--- config.mk ---
export PLATFORM = sky130hd
export DESIGN_NAME = ubrg_top
export DESIGN_NICKNAME = d
export VERILOG_FILES = /design/src/pkg/ubrg_pkg.sv /design/src/core/ubrg_divider.sv /design/src/core/ubrg_top.sv
export SDC_FILE = /design/constraint.sdc
export NUM_CORES = 1
export LEC_CHECK = 0
export BUFFER_PORTS_ARGS = -buffer_cell sky130_fd_sc_hd__buf_2
export CORE_MARGIN = 4
export CORE_UTILIZATION = 55
export DETAILED_ROUTE_END_ITERATION = 12
export PLACE_DENSITY = 0.78
export SYNTH_ARGS = -nofsm -noshare
export SYNTH_HDL_FRONTEND = slang
export SYNTH_SLANG_ARGS = --single-unit
--- constraint.sdc ---
create_clock -name CLK_SYS -period 4.6 [get_ports CLK_SYS]
set_input_delay 0.46 -clock CLK_SYS [delete_from_list [all_inputs] [get_ports CLK_SYS]]
set_output_delay 0.46 -clock CLK_SYS [all_outputs]
set_load 0.05 [all_outputs]
--- src/pkg/ubrg_pkg.sv ---
// shared constants and carrier types of the baud rate generator
package ubrg_pkg;

    localparam int ADDR_W = 8;
    localparam int DATA_W = 32;
    localparam int DIV_W  = 16;

    // register byte offsets
    localparam logic [ADDR_W-1:0] OFF_MODE   = 8'h00;
    localparam logic [ADDR_W-1:0] OFF_DIV    = 8'h04;
    localparam logic [ADDR_W-1:0] OFF_STATUS = 8'h08;
    localparam logic [ADDR_W-1:0] OFF_MASK   = 8'h0C;
    localparam logic [ADDR_W-1:0] OFF_MCTRL  = 8'h10;
    localparam logic [ADDR_W-1:0] OFF_MSTAT  = 8'h14;

    // mode register fields
    localparam int MODE_SRC_LSB = 0;
    localparam int MODE_SYNC    = 4;
    localparam int MODE_OVER    = 5;

    // source select encodings
    localparam logic [1:0] SRC_MCK     = 2'h0;
    localparam logic [1:0] SRC_MCK_DIV = 2'h1;
    localparam logic [1:0] SRC_SCK     = 2'h3;

    // status and mask bits
    localparam int ST_BAUD  = 0;
    localparam int ST_MODEM = 1;
    localparam int ST_W     = 2;

    // modem control bits, modem status bits
    localparam int MC_RTS = 0;
    localparam int MC_DTR = 1;
    localparam int MS_CTS = 0;
    localparam int MS_DSR = 1;
    localparam int MS_DCD = 2;
    localparam int MS_RI  = 3;

    // reset values and fixed ratios
    localparam logic [DIV_W-1:0] DIV_RESET  = 16'h0000;
    localparam logic [DIV_W-1:0] PRE_DIV    = 16'h0008;
    localparam logic [DIV_W-1:0] OVS_BY_16  = 16'h0010;
    localparam logic [DIV_W-1:0] OVS_BY_8   = 16'h0008;

    localparam logic [1:0] RESP_OKAY   = 2'h0;
    localparam logic [1:0] RESP_SLVERR = 2'h2;

    typedef struct packed {
        logic       over;
        logic       sync;
        logic [1:0] src;
    } ubrg_mode_t;

    typedef struct packed {
        logic ri;
        logic dcd;
        logic dsr;
        logic cts;
    } ubrg_modem_t;

endpackage : ubrg_pkg

--- src/core/ubrg_divider.sv ---
// reloadable pulse divider: one output pulse per divisor source pulses
module ubrg_divider #(
    parameter int W = 16
) (
    input  wire logic         clk,
    input  wire logic         nrst,
    input  wire logic         run,
    input  wire logic         src_pulse,
    input  wire logic [W-1:0] divisor,
    output logic              pulse
);

    logic [W-1:0] cnt;
    logic [W-1:0] last;

    assign last = divisor - W'(1);

    // counts source pulses, wraps at divisor-1 and emits one pulse
    always_ff @(posedge clk or negedge nrst)
    begin
        if (!nrst)
        begin
            cnt   <= '0;
            pulse <= 1'b0;
        end
        else if (!run)
        begin
            pulse <= 1'b0; // state kept as is while gated
        end
        else if (divisor == '0)
        begin
            cnt   <= '0;
            pulse <= 1'b0; // no clock at all
        end
        else if (divisor == W'(1))
        begin
            cnt   <= '0;
            pulse <= src_pulse; // divider bypassed
        end
        else if (src_pulse)
        begin
            // a lowered divisor below cnt wraps at once, never runs away
            if (cnt >= last)
            begin
                cnt   <= '0;
                pulse <= 1'b1;
            end
            else
            begin
                cnt   <= cnt + W'(1);
                pulse <= 1'b0;
            end
        end
        else
        begin
            pulse <= 1'b0;
        end
    end

    AST_FREEZE_CNT: assert property (@(posedge clk) disable iff (!nrst)
        !run |=> $stable(cnt))
        else $error("divider count moved while gated");

endmodule : ubrg_divider

--- src/core/ubrg_top.sv ---
// baud rate generator with modem pins, interrupt and axi4-lite registers
// Notes on behaviour
// source is master clock, master clock divided by eight, or serial clock
// a 16-bit divisor register divides the selected source
// divisor zero produces no baud clock
// divisor one passes the selected source straight through
// external serial clock highs and lows last over one master period
// external serial clock runs at least 4.5 times slower than master
// async: divided clock is the sampling clock, 8x or 16x baud
// async baud equals source over 8, over (2-over), over divisor
// without modem pins their control and status bits have no effect
// with the clock gated every state holds and resumes unchanged; here only the divider counts hold, modem sampling, status and IRQ keep running
// configuration writes are taken even while the clock is gated
// interrupt controller should treat the interrupt as level sensitive
// software keeps relative baud error at or below five percent
// sync: baud clock is selected clock over divisor, no oversampling
// sync with serial clock source: pin gives bit timing, divisor unused
// divider reloads and pulses once per period; serial clock synchronised
// rts and dtr driven active low; ri, dsr, dcd, cts active low
module ubrg_top #(
    parameter logic [15:0] PRESCALE  = ubrg_pkg::PRE_DIV,
    parameter bit          HAS_MODEM = 1'b1
) (
    input  wire logic        CLK_SYS,
    input  wire logic        NRST,
    input  wire logic        PERIPH_CLK_ON,
    input  wire logic        SCK_IN,
    input  wire logic        RI_N,
    input  wire logic        DSR_N,
    input  wire logic        DCD_N,
    input  wire logic        CTS_N,
    output logic             RTS_N,
    output logic             DTR_N,
    output logic             SAMPLE_TICK,
    output logic             BAUD_TICK,
    output logic             IRQ,
    input  wire logic [7:0]  S_AXI_AWADDR,
    input  wire logic        S_AXI_AWVALID,
    output logic             S_AXI_AWREADY,
    input  wire logic [31:0] S_AXI_WDATA,
    input  wire logic [3:0]  S_AXI_WSTRB,
    input  wire logic        S_AXI_WVALID,
    output logic             S_AXI_WREADY,
    output logic [1:0]       S_AXI_BRESP,
    output logic             S_AXI_BVALID,
    input  wire logic        S_AXI_BREADY,
    input  wire logic [7:0]  S_AXI_ARADDR,
    input  wire logic        S_AXI_ARVALID,
    output logic             S_AXI_ARREADY,
    output logic [31:0]      S_AXI_RDATA,
    output logic [1:0]       S_AXI_RRESP,
    output logic             S_AXI_RVALID,
    input  wire logic        S_AXI_RREADY
);

    ubrg_pkg::ubrg_mode_t  mode;
    ubrg_pkg::ubrg_modem_t modem_now;
    ubrg_pkg::ubrg_modem_t modem_prev;
    logic [15:0]           divisor;
    logic [15:0]           ovs_div;
    logic [1:0]            mctrl;
    logic [1:0]            status;
    logic [1:0]            mask;
    logic [1:0]            events;
    logic [1:0]            rd_clear;
    logic [7:0]            wr_addr;
    logic [31:0]           wr_data;
    logic [3:0]            wr_strb;
    logic                  aw_got;
    logic                  w_got;
    logic                  wr_fire;
    logic                  rd_fire;
    logic [31:0]           rd_value;
    logic                  rd_ok;
    logic                  sck_meta;
    logic                  sck_sync;
    logic                  sck_prev;
    logic                  sck_rise;
    logic                  pre_pulse;
    logic                  src_pulse;
    logic                  samp_pulse;
    logic                  ovs_pulse;
    logic                  next_baud;
    logic                  cfg_dirty;
    logic [4:0]            samp_cnt;

    // write channel: address and data taken in either order
    assign wr_fire = aw_got && w_got && !S_AXI_BVALID;
    assign rd_fire = S_AXI_ARVALID && S_AXI_ARREADY;

    always_ff @(posedge CLK_SYS or negedge NRST)
    begin
        if (!NRST)
        begin
            aw_got        <= 1'b0;
            w_got         <= 1'b0;
            wr_addr       <= '0;
            wr_data       <= '0;
            wr_strb       <= '0;
            S_AXI_AWREADY <= 1'b1;
            S_AXI_WREADY  <= 1'b1;
            S_AXI_BVALID  <= 1'b0;
            S_AXI_BRESP   <= ubrg_pkg::RESP_OKAY;
        end
        else
        begin
            if (S_AXI_AWVALID && S_AXI_AWREADY)
            begin
                wr_addr       <= S_AXI_AWADDR;
                aw_got        <= 1'b1;
                S_AXI_AWREADY <= 1'b0;
            end
            if (S_AXI_WVALID && S_AXI_WREADY)
            begin
                wr_data      <= S_AXI_WDATA;
                wr_strb      <= S_AXI_WSTRB;
                w_got        <= 1'b1;
                S_AXI_WREADY <= 1'b0;
            end
            if (wr_fire)
            begin
                aw_got       <= 1'b0;
                w_got        <= 1'b0;
                S_AXI_BVALID <= 1'b1;
                S_AXI_BRESP  <= (wr_addr[7:2] <= ubrg_pkg::OFF_MASK[7:2])
                             || (wr_addr[7:2] == ubrg_pkg::OFF_MCTRL[7:2])
                              ? ubrg_pkg::RESP_OKAY : ubrg_pkg::RESP_SLVERR;
            end
            if (S_AXI_BVALID && S_AXI_BREADY)
            begin
                S_AXI_BVALID  <= 1'b0;
                S_AXI_AWREADY <= 1'b1;
                S_AXI_WREADY  <= 1'b1;
            end
        end
    end

    // configuration is on the bus clock, never behind the gate
    always_ff @(posedge CLK_SYS or negedge NRST)
    begin
        if (!NRST)
        begin
            mode    <= '0;
            divisor <= ubrg_pkg::DIV_RESET;
            mask    <= '0;
            mctrl   <= '0;
        end
        else if (wr_fire)
        begin
            unique case (wr_addr[7:2])
                ubrg_pkg::OFF_MODE[7:2]:
                    if (wr_strb[0])
                    begin
                        mode.src  <= wr_data[ubrg_pkg::MODE_SRC_LSB +: 2];
                        mode.sync <= wr_data[ubrg_pkg::MODE_SYNC];
                        mode.over <= wr_data[ubrg_pkg::MODE_OVER];
                    end
                ubrg_pkg::OFF_DIV[7:2]:
                begin
                    if (wr_strb[0])
                        divisor[7:0] <= wr_data[7:0];
                    if (wr_strb[1])
                        divisor[15:8] <= wr_data[15:8];
                end
                ubrg_pkg::OFF_MASK[7:2]:
                    if (wr_strb[0])
                        mask <= wr_data[ubrg_pkg::ST_W-1:0];
                ubrg_pkg::OFF_MCTRL[7:2]:
                    if (wr_strb[0])
                        mctrl <= wr_data[1:0];
                default:
                    mctrl <= mctrl;
            endcase
        end
    end

    // read mux; modem status reads zero on an instance without pins
    always_comb
    begin
        rd_value = '0;
        rd_ok    = 1'b1;
        unique case (S_AXI_ARADDR[7:2])
            ubrg_pkg::OFF_MODE[7:2]:
            begin
                rd_value[ubrg_pkg::MODE_SRC_LSB +: 2] = mode.src;
                rd_value[ubrg_pkg::MODE_SYNC]         = mode.sync;
                rd_value[ubrg_pkg::MODE_OVER]         = mode.over;
            end
            ubrg_pkg::OFF_DIV[7:2]:    rd_value[15:0] = divisor;
            ubrg_pkg::OFF_STATUS[7:2]: rd_value[1:0]  = status;
            ubrg_pkg::OFF_MASK[7:2]:   rd_value[1:0]  = mask;
            ubrg_pkg::OFF_MCTRL[7:2]:  rd_value[1:0]  = mctrl;
            ubrg_pkg::OFF_MSTAT[7:2]:
                rd_value[3:0] = HAS_MODEM ? modem_now : 4'h0;
            default:                   rd_ok = 1'b0;
        endcase
    end

    always_ff @(posedge CLK_SYS or negedge NRST)
    begin
        if (!NRST)
        begin
            S_AXI_ARREADY <= 1'b1;
            S_AXI_RVALID  <= 1'b0;
            S_AXI_RDATA   <= '0;
            S_AXI_RRESP   <= ubrg_pkg::RESP_OKAY;
        end
        else if (rd_fire)
        begin
            S_AXI_ARREADY <= 1'b0;
            S_AXI_RVALID  <= 1'b1;
            S_AXI_RDATA   <= rd_value;
            S_AXI_RRESP   <= rd_ok ? ubrg_pkg::RESP_OKAY
                                   : ubrg_pkg::RESP_SLVERR;
        end
        else if (S_AXI_RVALID && S_AXI_RREADY)
        begin
            S_AXI_RVALID  <= 1'b0;
            S_AXI_ARREADY <= 1'b1;
        end
    end

    // modem pins are active low; logic works with asserted-high copies
    always_ff @(posedge CLK_SYS or negedge NRST)
    begin
        if (!NRST)
        begin
            modem_now  <= '0;
            modem_prev <= '0;
        end
        else
        begin
            modem_now  <= {!RI_N, !DCD_N, !DSR_N, !CTS_N};
            modem_prev <= modem_now;
        end
    end

    always_ff @(posedge CLK_SYS or negedge NRST)
    begin
        if (!NRST)
        begin
            RTS_N <= 1'b1;
            DTR_N <= 1'b1;
        end
        else
        begin
            // missing pins stay inactive whatever software writes
            RTS_N <= !(HAS_MODEM && mctrl[ubrg_pkg::MC_RTS]);
            DTR_N <= !(HAS_MODEM && mctrl[ubrg_pkg::MC_DTR]);
        end
    end

    // serial clock pin synchroniser; relies on slow, wide pin levels
    always_ff @(posedge CLK_SYS or negedge NRST)
    begin
        if (!NRST)
        begin
            sck_meta <= 1'b0;
            sck_sync <= 1'b0;
            sck_prev <= 1'b0;
        end
        else
        begin
            sck_meta <= SCK_IN;
            sck_sync <= sck_meta;
            sck_prev <= sck_sync;
        end
    end

    assign sck_rise = sck_sync && !sck_prev && PERIPH_CLK_ON;

    // fixed prescaler for the divided master clock source
    ubrg_divider #(.W(16)) u_pre (
        .clk       (CLK_SYS),
        .nrst      (NRST),
        .run       (PERIPH_CLK_ON),
        .src_pulse (PERIPH_CLK_ON),
        .divisor   (PRESCALE),
        .pulse     (pre_pulse)
    );

    // source select; the unused code 2 behaves as the master clock
    always_comb
    begin
        unique case (mode.src)
            ubrg_pkg::SRC_MCK_DIV: src_pulse = pre_pulse;
            ubrg_pkg::SRC_SCK:     src_pulse = sck_rise;
            default:               src_pulse = PERIPH_CLK_ON;
        endcase
    end

    ubrg_divider #(.W(16)) u_div (
        .clk       (CLK_SYS),
        .nrst      (NRST),
        .run       (PERIPH_CLK_ON),
        .src_pulse (src_pulse),
        .divisor   (divisor),
        .pulse     (samp_pulse)
    );

    // oversampling stage: by 8 with over set, else by 16
    assign ovs_div = mode.over ? ubrg_pkg::OVS_BY_8 : ubrg_pkg::OVS_BY_16;

    ubrg_divider #(.W(16)) u_ovs (
        .clk       (CLK_SYS),
        .nrst      (NRST),
        .run       (PERIPH_CLK_ON),
        .src_pulse (samp_pulse),
        .divisor   (ovs_div),
        .pulse     (ovs_pulse)
    );

    // sync mode skips oversampling; external clock skips the divisor too
    always_comb
    begin
        if (!mode.sync)
            next_baud = ovs_pulse;
        else if (mode.src == ubrg_pkg::SRC_SCK)
            next_baud = sck_rise;
        else
            next_baud = samp_pulse;
    end

    always_ff @(posedge CLK_SYS or negedge NRST)
    begin
        if (!NRST)
        begin
            SAMPLE_TICK <= 1'b0;
            BAUD_TICK   <= 1'b0;
        end
        else
        begin
            SAMPLE_TICK <= samp_pulse;
            BAUD_TICK   <= next_baud;
        end
    end

    // sticky events; a new event wins over the read that clears it
    assign events[ubrg_pkg::ST_BAUD]  = BAUD_TICK;
    assign events[ubrg_pkg::ST_MODEM] = HAS_MODEM
                                     && (modem_now != modem_prev);
    assign rd_clear = (rd_fire
        && S_AXI_ARADDR[7:2] == ubrg_pkg::OFF_STATUS[7:2]) ? 2'h3 : 2'h0;

    always_ff @(posedge CLK_SYS or negedge NRST)
    begin
        if (!NRST)
        begin
            status <= '0;
            IRQ    <= 1'b0;
        end
        else
        begin
            status <= (status & ~rd_clear) | events;
            // level output, stays high until the status is read
            IRQ    <= |(((status & ~rd_clear) | events) & mask);
        end
    end

    // helper for the ratio check: sample ticks per baud tick
    always_ff @(posedge CLK_SYS or negedge NRST)
    begin
        if (!NRST)
        begin
            samp_cnt  <= '0;
            cfg_dirty <= 1'b1;
        end
        else
        begin
            if (BAUD_TICK)
                samp_cnt <= '0;
            else if (SAMPLE_TICK)
                samp_cnt <= samp_cnt + 5'h01;
            if (wr_fire && wr_addr[7:3] == 5'h00)
                cfg_dirty <= 1'b1;
            else if (BAUD_TICK)
                cfg_dirty <= 1'b0;
        end
    end

    AST_SRC_PRESCALE: assert property (@(posedge CLK_SYS) disable iff (!NRST)
        (mode.src == ubrg_pkg::SRC_MCK_DIV && divisor == 16'h0001
         && PERIPH_CLK_ON)[*8] ##0 $past(SAMPLE_TICK, 7)
        |-> !SAMPLE_TICK)
        else $error("prescaled source period is not eight");

    AST_ZERO_DIV: assert property (@(posedge CLK_SYS) disable iff (!NRST)
        (divisor == 16'h0000)[*4] |-> !SAMPLE_TICK)
        else $error("sample tick with divisor zero");

    AST_BYPASS: assert property (@(posedge CLK_SYS) disable iff (!NRST)
        (mode.src == ubrg_pkg::SRC_MCK && divisor == 16'h0001
         && PERIPH_CLK_ON)[*4] |-> SAMPLE_TICK)
        else $error("divisor one does not pass the source");

    AST_ASYNC_RATIO: assert property (@(posedge CLK_SYS) disable iff (!NRST)
        BAUD_TICK && !mode.sync && !cfg_dirty
        |-> samp_cnt + 5'(SAMPLE_TICK) == (mode.over ? 5'd8 : 5'd16))
        else $error("sample ticks per baud tick wrong");

    AST_SYNC_DIV: assert property (@(posedge CLK_SYS) disable iff (!NRST)
        mode.sync && mode.src != ubrg_pkg::SRC_SCK ##1
        mode.sync && mode.src != ubrg_pkg::SRC_SCK
        |-> BAUD_TICK == SAMPLE_TICK)
        else $error("sync baud tick differs from divided clock");

    AST_SYNC_EXT: assert property (@(posedge CLK_SYS) disable iff (!NRST)
        mode.sync && mode.src == ubrg_pkg::SRC_SCK && sck_rise
        |=> BAUD_TICK)
        else $error("serial clock edge gave no baud tick");

    AST_GATED: assert property (@(posedge CLK_SYS) disable iff (!NRST)
        (!PERIPH_CLK_ON)[*3] |-> !SAMPLE_TICK && !BAUD_TICK)
        else $error("ticks while the clock is gated");

    AST_CFG_WRITE: assert property (@(posedge CLK_SYS) disable iff (!NRST)
        wr_fire && wr_addr[7:2] == ubrg_pkg::OFF_DIV[7:2]
        && wr_strb == 4'hF |=> divisor == $past(wr_data[15:0]))
        else $error("divisor write lost");

    AST_NO_MODEM: assert property (@(posedge CLK_SYS) disable iff (!NRST)
        !HAS_MODEM |-> RTS_N && DTR_N && !status[ubrg_pkg::ST_MODEM])
        else $error("absent modem pins show effect");

    AST_RTS_LOW: assert property (@(posedge CLK_SYS) disable iff (!NRST)
        HAS_MODEM && mctrl[ubrg_pkg::MC_RTS] |=> !RTS_N)
        else $error("request to send not driven low");

endmodule : ubrg_top

# Word level (Yosys, flattened, before mapping)
# Cells that the tools add are included.
dict set report word_totals {
  wordCells 156
  reg_bits 146
}
dict set report op_classes {
  addsub 5
  bitwise 4
  muxes 47
  magnitude_cmp 4
  n_reduce_logical 40
  n_eq_ne 13
}
# operator count
set op_table {}
lappend op_table {{$mux 16} 9}
lappend op_table {{$add 16x1->16 const B} 3}
lappend op_table {{$ge 16x16->1} 2}
lappend op_table {{$logic_not 16->1} 2}
lappend op_table {{$mux 1} 29}
lappend op_table {{$eq 6x2->1 const B} 3}
lappend op_table {{$eq 6x3->1 const B} 3}
lappend op_table {{$eq 16x1->1 const B} 1}
lappend op_table {{$ge 16x3->1 const B} 1}
lappend op_table {{$sub 16x1->16 const B} 1}
lappend op_table {{$reduce_and 3->1} 5}
lappend op_table {{$eq 6x1->1 const B} 2}
lappend op_table {{$logic_not 6->1} 2}
lappend op_table {{$pmux 2 s6} 1}
lappend op_table {{$reduce_bool 2->1} 6}
lappend op_table {{$logic_and 1x1->1} 10}
lappend op_table {{$mux 10} 1}
lappend op_table {{$logic_not 1->1} 8}
lappend op_table {{$pmux 2 s2} 2}
lappend op_table {{$le 6x2->1 const B} 1}
lappend op_table {{$mux 2} 3}
lappend op_table {{$reduce_bool 3->1} 2}
lappend op_table {{$reduce_or 6->1} 1}
lappend op_table {{$sub 5x1->6 const B} 1}
lappend op_table {{other kinds (12)} 14}

# Depth between registers and ports, before layout
# Gate-level depths: netlist (run 1).
dict set report depth {
  depth_word 8
  ltp_mapped 14
  ltp_nobuf 13
}

# Hierarchy
# A second synthesis (run 1) with hierarchy kept.
dict set report hier_totals {
  hier_cells 825
  area_unflattened_um2 8569.5
}
# module seq_area_each_um2 n_inst cells_each area_each_um2
set by_module_without_submodules {}
lappend by_module_without_submodules {ubrg_top 2283.4 1 272 3653.5}
lappend by_module_without_submodules {{ubrg_divider at u_ovs ...} 425.4 2 185 1674.1}
lappend by_module_without_submodules {{ubrg_divider at u_div} 425.4 1 183 1567.8}

# Least setup slack after synthesis (run 1)
# OpenSTA, ideal clock, no wires.
dict set report synth_path {
  kind {reg-to-reg}
  startpoint {register divisor[7]}
  endpoint {register u_div.cnt[7]}
  arrival_time_ps 3392
  path_slack_ps 1087
  stages_incl_launch_ff 14
  setup_time_ps 121
  period_less_slack_ps 3513
  path_buffers 1
  path_cell_list {dfrtp_1 > or4_4 > nor3_1 > nand3_1 > nor3_1 > xnor2_1 > ha_1 > nand4_1 > nor3_2 > nor4b_1 > a211o_4 > nor3_4 > buf_6 > a22o_1}
}
dict set report synth_between {
  elab_chain_cells 6
}
# item line
set synth_rtl {}
lappend synth_rtl {{start: declaration} ubrg_top.sv:59} ;# logic [15:0] divisor;
lappend synth_rtl {{start signal: assignment} ubrg_top.sv:144} ;# divisor <= ubrg_pkg::DIV_RESET;
lappend synth_rtl {{start signal: assignment} ubrg_top.sv:161} ;# divisor[7:0] <= wr_data[7:0];
lappend synth_rtl {{$sub 16x1->16} ubrg_divider.sv:16} ;# assign last = divisor - W'(1);
lappend synth_rtl {{$ge 16x16->1} ubrg_divider.sv:43} ;# if (cnt >= last)
lappend synth_rtl {{$mux 16} ubrg_divider.sv:43}
lappend synth_rtl {{$mux 16} ubrg_divider.sv:40} ;# else if (src_pulse)
lappend synth_rtl {{$mux 16} ubrg_divider.sv:35} ;# else if (divisor == W'(1))
lappend synth_rtl {{$mux 16} ubrg_divider.sv:30} ;# else if (divisor == '0)
lappend synth_rtl {{end signal: assignment} ubrg_divider.sv:50} ;# cnt <= cnt + W'(1);
lappend synth_rtl {{end: declaration} ubrg_divider.sv:13} ;# logic [W-1:0] cnt;
# Several ways; a longest one is shown, not always the timed one. The select of a mux whose other input is x is not followed.
# A chain may end at the register's enable or synchronous reset.

# Worst setup path in the final report (run 1)
dict set report layout_path {
  startpoint {register divisor[7]}
  endpoint {register u_div.cnt[0]}
}
# The elaborated chain is that of the path after synthesis.

==> flow_summary_export.csv, run 1 <==
group,metric,value,unit
status,status,"finished clean",
sta,finClkSkew,0.006987,ns
layout,drive_above_1_share,0.2398,
sta,fin_setup_tns,0,ns
layout,n_antenna_cell,0,
logic_synthesis,synth_largest_area_cell,"dfrtp_1",
global_routing,grt_usage,0.2170,
worst_hold_path,min_path_type,"in2async",
logic_synthesis,synth_edf_count,0,
logic_synthesis,synth_top_family_by_area,"simple AND/OR/NAND/NOR gates",
pwr,netSwitchingFraction,0.3949,
clocking,h-tree-depth,4,
pwr,seqPwrFrac,0.332,
place,dp_slack,0.6862,ns
place,post_dp_cell_area,7218,sq um
clocking,cts_tree,"built",
worst_setup_path,critPathKind,"reg2reg",
global_routing,grt_start_max_net_pins,111,
clocking,clock-sinks,142,
clocking,cts-root-buf,"clkbuf_16",
detailed_routing,drc,0,
detailed_routing,wirelength,14830,um
die,die_y,119.1,um
logic_synthesis,synth_xor_area_frac,0.02322,
logic_synthesis,ys_warn_count,0,
logic_synthesis,synthTopCellsByArea,"dfrtp_1 50%, mux2_2 8.0%, ha_1 4.1%",
logic_synthesis,yosys.area_share.simple,0.1728,
layout,nets,783,
clocking,post_cts_resized,0,
die,die_w,119.1,um
logic_synthesis,async_flop_share,1.000,
logic_synthesis,synth_compound_area_frac,0.1117,
global_routing,grt_pass1_wl,24330,um
worst_setup_path,required,4.96,ns
sta,setup_slack,0.6659,ns
pwr,power_density,689.8,nW/um^2
logic_synthesis,synth_top_area_share,0.5049,
logic_synthesis,synth_ff_type,"dfrtp_1",
sta,slew_violations,0,
worst_setup_path,reg2reg_from,"divisor[7]",
clocking,cts_made_buffers,17,
pwr,p_total,5.392,mW
pwr,vdd_drop_max,0.4743,mV
die,num_rows,40,
worst_setup_path,cp_max_fo,13,
worst_setup_path,worstReg2RegEnd,"u_div.cnt[0]",
clocking,clk_pin_slew,0.06,ns
clocking,clk_latency,0.43,ns
layout,area_delta_synth_final,15.11,%
logic_synthesis,synth.avg_cell_area,10.90,sq um
global_routing,antenna_found_initial,0,
detailed_routing,num_vias,5071,
die,core-area,12060,sq um
layout,nFillCells,917,
layout,final_core_util,0.6480,
logic_synthesis,synth.area.mux_share,0.08550,
place,place_congestion,0.8950,
detailed_routing,drt_pass1_iterations,5,
worst_setup_path,r2r_setup_slack,0.67,ns
layout,fin_area,7816,sq um
pwr,intPower,3.263,mW
logic_synthesis,syn-instance-count,623,
logic_synthesis,ys_seq_area_frac,0.5242,
pwr,power_frac_clock,0.256,
logic_synthesis,yosysUniqueCellTypes,61,
job,drv_cap,0,
logic_synthesis,post_synth_fa_ha_maj_area_fraction,0.04054,
global_routing,grt_pass1_vias,4908,
place,io_buffer_count,70,
sta,period_share,0.8552,
sta,min_period,3.934,ns
sta,final-setup-viol-count,0,
detailed_routing,ant_nets,0,
sta,max_freq,254.2,MHz
logic_synthesis,synth_seq_cells,142,
sta,finalHoldViolations,0,
sta,relSlewSlack,0.2830,
die,die-area,14190,sq um
worst_setup_path,worstPathArrival,4.29,ns
clocking,post_cts_buffers,0,
detailed_routing,routedWlPerCell,16.91,um
die,start_util,0.5630,
worst_setup_path,worstRegToRegCells,11,
detailed_routing,drt_iter0_markers,338,
sta,tightest_slew,1.071,ns
pwr,p_leak,3.860,nW
clocking,clockBufferDepth,2,
logic_synthesis,syn_area,6790,sq um
sta,rsz0062_at_grt,"false",
global_routing,overflow,0,
pwr,switching_power,2.129,mW
place,dp_hpwl,10420,um
clocking,ctsHoldBuffers,0,
worst_setup_path,cp-start-kind,"flop",
pwr,combPwrFrac,0.412,
die,boundaryPins,111,
detailed_routing,via_per_inst,5.782,
worst_setup_path,end_kind,"flop",
[registers in the layout, indices dropped and copies added, names as in the netlist, 2 cells and up]
signal       count
S_AXI_RDATA     16
divisor         16
mask             2
mctrl            2
mode             4
modem_now        4
modem_prev       4
status           2
u_div.cnt       16
u_ovs.cnt       16
u_pre.cnt       16
wr_addr          6
wr_data         16
wr_strb          2
[routing by layer]
metal | up-vias | track usage | wire, um
li1 | 2370 | - | -
met1 | 2486 | 0.2877 | 6535
met2 | 186 | 0.3472 | 7187
met3 | 29 | 0.04796 | 810
met4 | 0 | 0.08907 | 298
met5 | - | 0 | 0
[power by group through the flow]
stage,Combinational [mW],Clock [mW],Sequential (mW)
floorplan,1.68,0,1.86
global placement,2.08,0,1.78
detailed placement,2.19,0,1.80
CTS,2.22,1.40,1.79
global route,2.44,1.45,1.82
finish,2.22,1.38,1.79
[through the flow]
step	hold WS [ns]	instances
after floorplan	0.1644	640
after global placement	0.3406	845
after detailed placement	0.3386	845
after CTS	0.1536	877
after global routing	0.1517	877
final	0.1649	877
[layout make-up]
| type | instances | area (sq um) | area share |
|---|---|---|---|
| inverters | 19 | 71.32 | 0.009124 |
| well taps | 168 | 210.2 | 0.02689 |
| flip-flops and latches | 142 | 3560 | 0.4554 |
| multi-input cells | 445 | 3013 | 0.3855 |
| clock inverters | 11 | 127.6 | 0.01633 |
| repair buffers | 71 | 364.1 | 0.04658 |
| clock buffers | 21 | 470.5 | 0.06019 |
[cells in the final DEF, fill, tap and decap left out, types with 5 or more instances in the layout]
cell / Yosys / final
a21oi_1: 20 / 20
a22o_1: 13 / 13
a31o_1: 6 / 6
a31oi_1: 11 / 11
and2_1: 5 / 5
and3_1: 11 / 11
buf_2: 3 / 69
clkbuf_16: 0 / 17
conb_1: 1 / 18
dfrtp_1: 137 / 137
dfstp_2: 5 / 5
ha_1: 22 / 22
inv_1: 19 / 19
mux2_2: 48 / 48
nand2_1: 64 / 64
nand2b_1: 5 / 5
nand3_1: 23 / 23
nand4_1: 13 / 13
nor2_1: 55 / 55
nor2b_1: 7 / 7
nor3_1: 11 / 11
nor4_1: 9 / 9
o21ai_0: 20 / 20
o31ai_1: 11 / 11
xnor2_1: 10 / 10
xor2_1: 8 / 8
[Yosys cell counts, types with 4 or more instances]
cell type	number
dfrtp_1	137
nand2_1	64
nor2_1	55
mux2_2	48
nand3_1	23
ha_1	22
a21oi_1	20
o21ai_0	20
buf_4	19
inv_1	19
a22o_1	13
nand4_1	13
a31oi_1	11
and3_1	11
clkbuf_1	11
nor3_1	11
o31ai_1	11
xnor2_1	10
nor4_1	9
xor2_1	8
nor2b_1	7
a31o_1	6
and2_1	5
dfstp_2	5
nand2b_1	5
a41oi_1	4
mux2i_1	4
o21ai_1	4
[critical path, cell delays in order (launching register included)]
cell	delay (ns)
dfrtp_1	0.44
or4_4	0.60
nor3_1	0.32
nand3_1	0.18
nor3_1	0.21
xnor2_1	0.16
ha_1	0.29
and4_1	0.19
a221o_2	0.38
a211o_4	0.34
nor3_4	0.51
mux2_2	0.25
[logic make-up after synthesis]
logic type	count (synthesis)
muxes	52
DFF	142
other	1
xor gates and xnor gates	18
buffers and inverters	53
and+or+nand+nor	226
AOI/OAI and AO/OA	109
adders and majority gates	22
[how the worst max path moves through the flow]
stage / startpoint / endpoint / slack, ns
6_report: divisor[7] / u_div.cnt[0] / 0.67
5_1_grt: divisor[7] / u_div.cnt[0] / 0.44
4_1_cts: divisor[7] / u_div.cnt[0] / 0.67
3_5_place_dp: divisor[7] / u_div.cnt[0] / 0.69
3_3_place_gp: divisor[6] / u_div.cnt[0] / 0.82
2_1_floorplan: divisor[7] / u_div.cnt[7] / 1.09
Power figures use the tool's default switching activity.
==> run 2, diff against run 1 <==
CELL_PAD_IN_SITES_DETAIL_PLACEMENT = 0   (was not set)
CELL_PAD_IN_SITES_GLOBAL_PLACEMENT = 2   (was not set)
CORE_UTILIZATION = 37   (was 55)
PLACE_DENSITY = not set   (was 0.78)
PLACE_DENSITY_LB_ADDON = 0.1   (was not set)
==> flow_summary_export.csv, run 2 (synthesis results as in run 1) <==
group,metric,value,unit
status,status,"finished clean",
detailed_routing,num_vias,4886,
sta,max_freq,256.8,MHz
layout,final_common_cell,"dfrtp_1",
layout,drive_above_1_share,0.2433,
layout,n_antenna_cell,0,
worst_setup_path,cp-start-kind,"flop",
sta,period_share,0.8465,
clocking,post_cts_buffers,0,
worst_setup_path,worstPathArrival,4.20,ns
global_routing,antenna_found_initial,0,
clocking,h-tree-depth,4,
layout,seqCellArea,3560,sq um
sta,fin_setup_tns,0,ns
detailed_routing,drt_pass1_iterations,4,
place,io_buffer_count,70,
layout,final_cell_mix,"137 x dfrtp_1, 69 x buf_2, 64 x nand2_1, 55 x nor2_1, 48 x mux2_2",
place,place_congestion,0.7507,
detailed_routing,via_per_inst,5.198,
worst_setup_path,crit_top_cell,"nor3_1",
worst_setup_path,critPathBufInv,0,
layout,nets,785,
sta,finClkSkew,0.007987,ns
sta,rsz0062_at_grt,"false",
die,die_w,143.5,um
clocking,cts_tree,"built",
job,drv_cap,0,
worst_hold_path,min_path_type,"in2reg",
clocking,clockBufferDepth,2,
worst_setup_path,crit_path_max_incr_delay,0.59,ns
worst_setup_path,end_kind,"flop",
die,boundaryPins,111,
clocking,clk_latency,0.42,ns
detailed_routing,drt_iter0_markers,243,
global_routing,grt_usage,0.1664,
pwr,vdd_drop_max,0.3768,mV
worst_setup_path,cp_top_family,"simple AND/OR/NAND/NOR gates",
pwr,power_density,675.2,nW/um^2
clocking,clk_pin_slew,0.07,ns
worst_setup_path,critPathKind,"reg2reg",
sta,final-setup-viol-count,0,
clocking,cts_made_buffers,17,
sta,finalHoldViolations,0,
pwr,p_leak,3.849,nW
detailed_routing,ant_nets,0,
layout,nFillCells,1761,
worst_setup_path,path_cells,"or4_4 -> nor3_1 -> nand3_1 -> nor3_1 -> xnor2_1 -> ha_1 -> nand4_1 -> nor3_2 -> nor4b_1 -> a211o_4 -> nor3_4 -> mux2_2",
die,num_rows,49,
global_routing,overflow,0,
die,die_y,143.5,um
detailed_routing,routedWlPerCell,17.04,um
worst_setup_path,cp_max_fo,13,
worst_setup_path,required,4.91,ns
place,post-place-cells,908,
global_routing,grt_pass1_vias,5013,
worst_setup_path,cp_slowest_cell,"or4_4",
global_routing,grt_pass1_wl,26730,um
sta,min_period,3.894,ns
global_routing,grt_start_max_net_pins,106,
layout,final_cells,940,
detailed_routing,wirelength,16020,um
clocking,cts-root-buf,"clkbuf_16",
die,die-area,20580,sq um
sta,tightest_slew,1.137,ns
clocking,clock-sinks,142,
clocking,post_cts_resized,0,
die,start_util,0.3767,
sta,slew_violations,0,
die,core-area,18020,sq um
layout,multiInputGateArea,3013,sq um
layout,area_delta_synth_final,15.85,%
clocking,ctsHoldBuffers,0,
detailed_routing,drc,0,
place,dp_hpwl,11630,um
sta,relSlewSlack,0.2383,
## run 2: changes by cell type in the layout (fill, tap and decap cells not counted), moves of 2 or more
cell and change:
clkinv_4 +5, inv_8 +3, clkbuf_8 -3, buf_4 +2, bufinv_16 -2
## run 2: final cells by class
cell class,instances,area share
flip-flops and latches,142,0.4525
clock inverters,15,0.01670
multi-input cells,445,0.3830
inverters,19,0.009066
well taps,229,0.03642
repair buffers,73,0.04819
clock buffers,17,0.05408
## run 2: final timing paths
check	from	to	slack (ns)	cells past startpoint
max	divisor[7]	u_div.cnt[0]	0.71	12
min	SCK_IN	sck_meta	0.15	1
max reg2reg	divisor[7]	u_div.cnt[0]	0.71	12
min reg2reg	sck_meta	sck_sync	0.35	0
max in group asynchronous	NRST	S_AXI_ARREADY	3.39	2
min in group asynchronous	NRST	u_div.cnt[12]	0.16	1
## run 2: power breakdown
group / leakage [nW] / total (mW) / internal [mW] / switching (mW)
clock: 0.266 / 1.30 / 0.707 / 0.590
sequential: 1.86 / 1.78 / 1.52 / 0.263
combinational: 1.73 / 2.23 / 0.908 / 1.33
total: 3.85 / 5.31 / 3.13 / 2.18
## run 2: per-layer routing
metal / part of all wire / vias to the layer above / wire (um) / global-route usage
met5: 0 / - / 0 / 0
met4: 0.017 / 0 / 280 / 0.05500
met3: 0.046 / 19 / 744 / 0.04426
met2: 0.45 / 101 / 7285 / 0.2542
met1: 0.48 / 2400 / 7708 / 0.2309
li1: - / 2366 / - / -
## run 2: through the flow
stage | power (mW) | hold WS [ns] | cell area [sq um] | utilization | setup WS, ns
floorplan | 3.539 | 0.1644 | 6854 | - | 1.087
global placement | 3.997 | 0.3406 | 7310 | 0.4055 | 0.6952
detailed placement | 4.053 | 0.3387 | 7310 | 0.4055 | 0.7069
CTS | 5.375 | 0.1297 | 7866 | 0.4364 | 0.6959
global route | 5.744 | 0.1365 | 7866 | 0.4364 | 0.3569
finish | 5.312 | 0.1531 | 7866 | 0.4364 | 0.7063
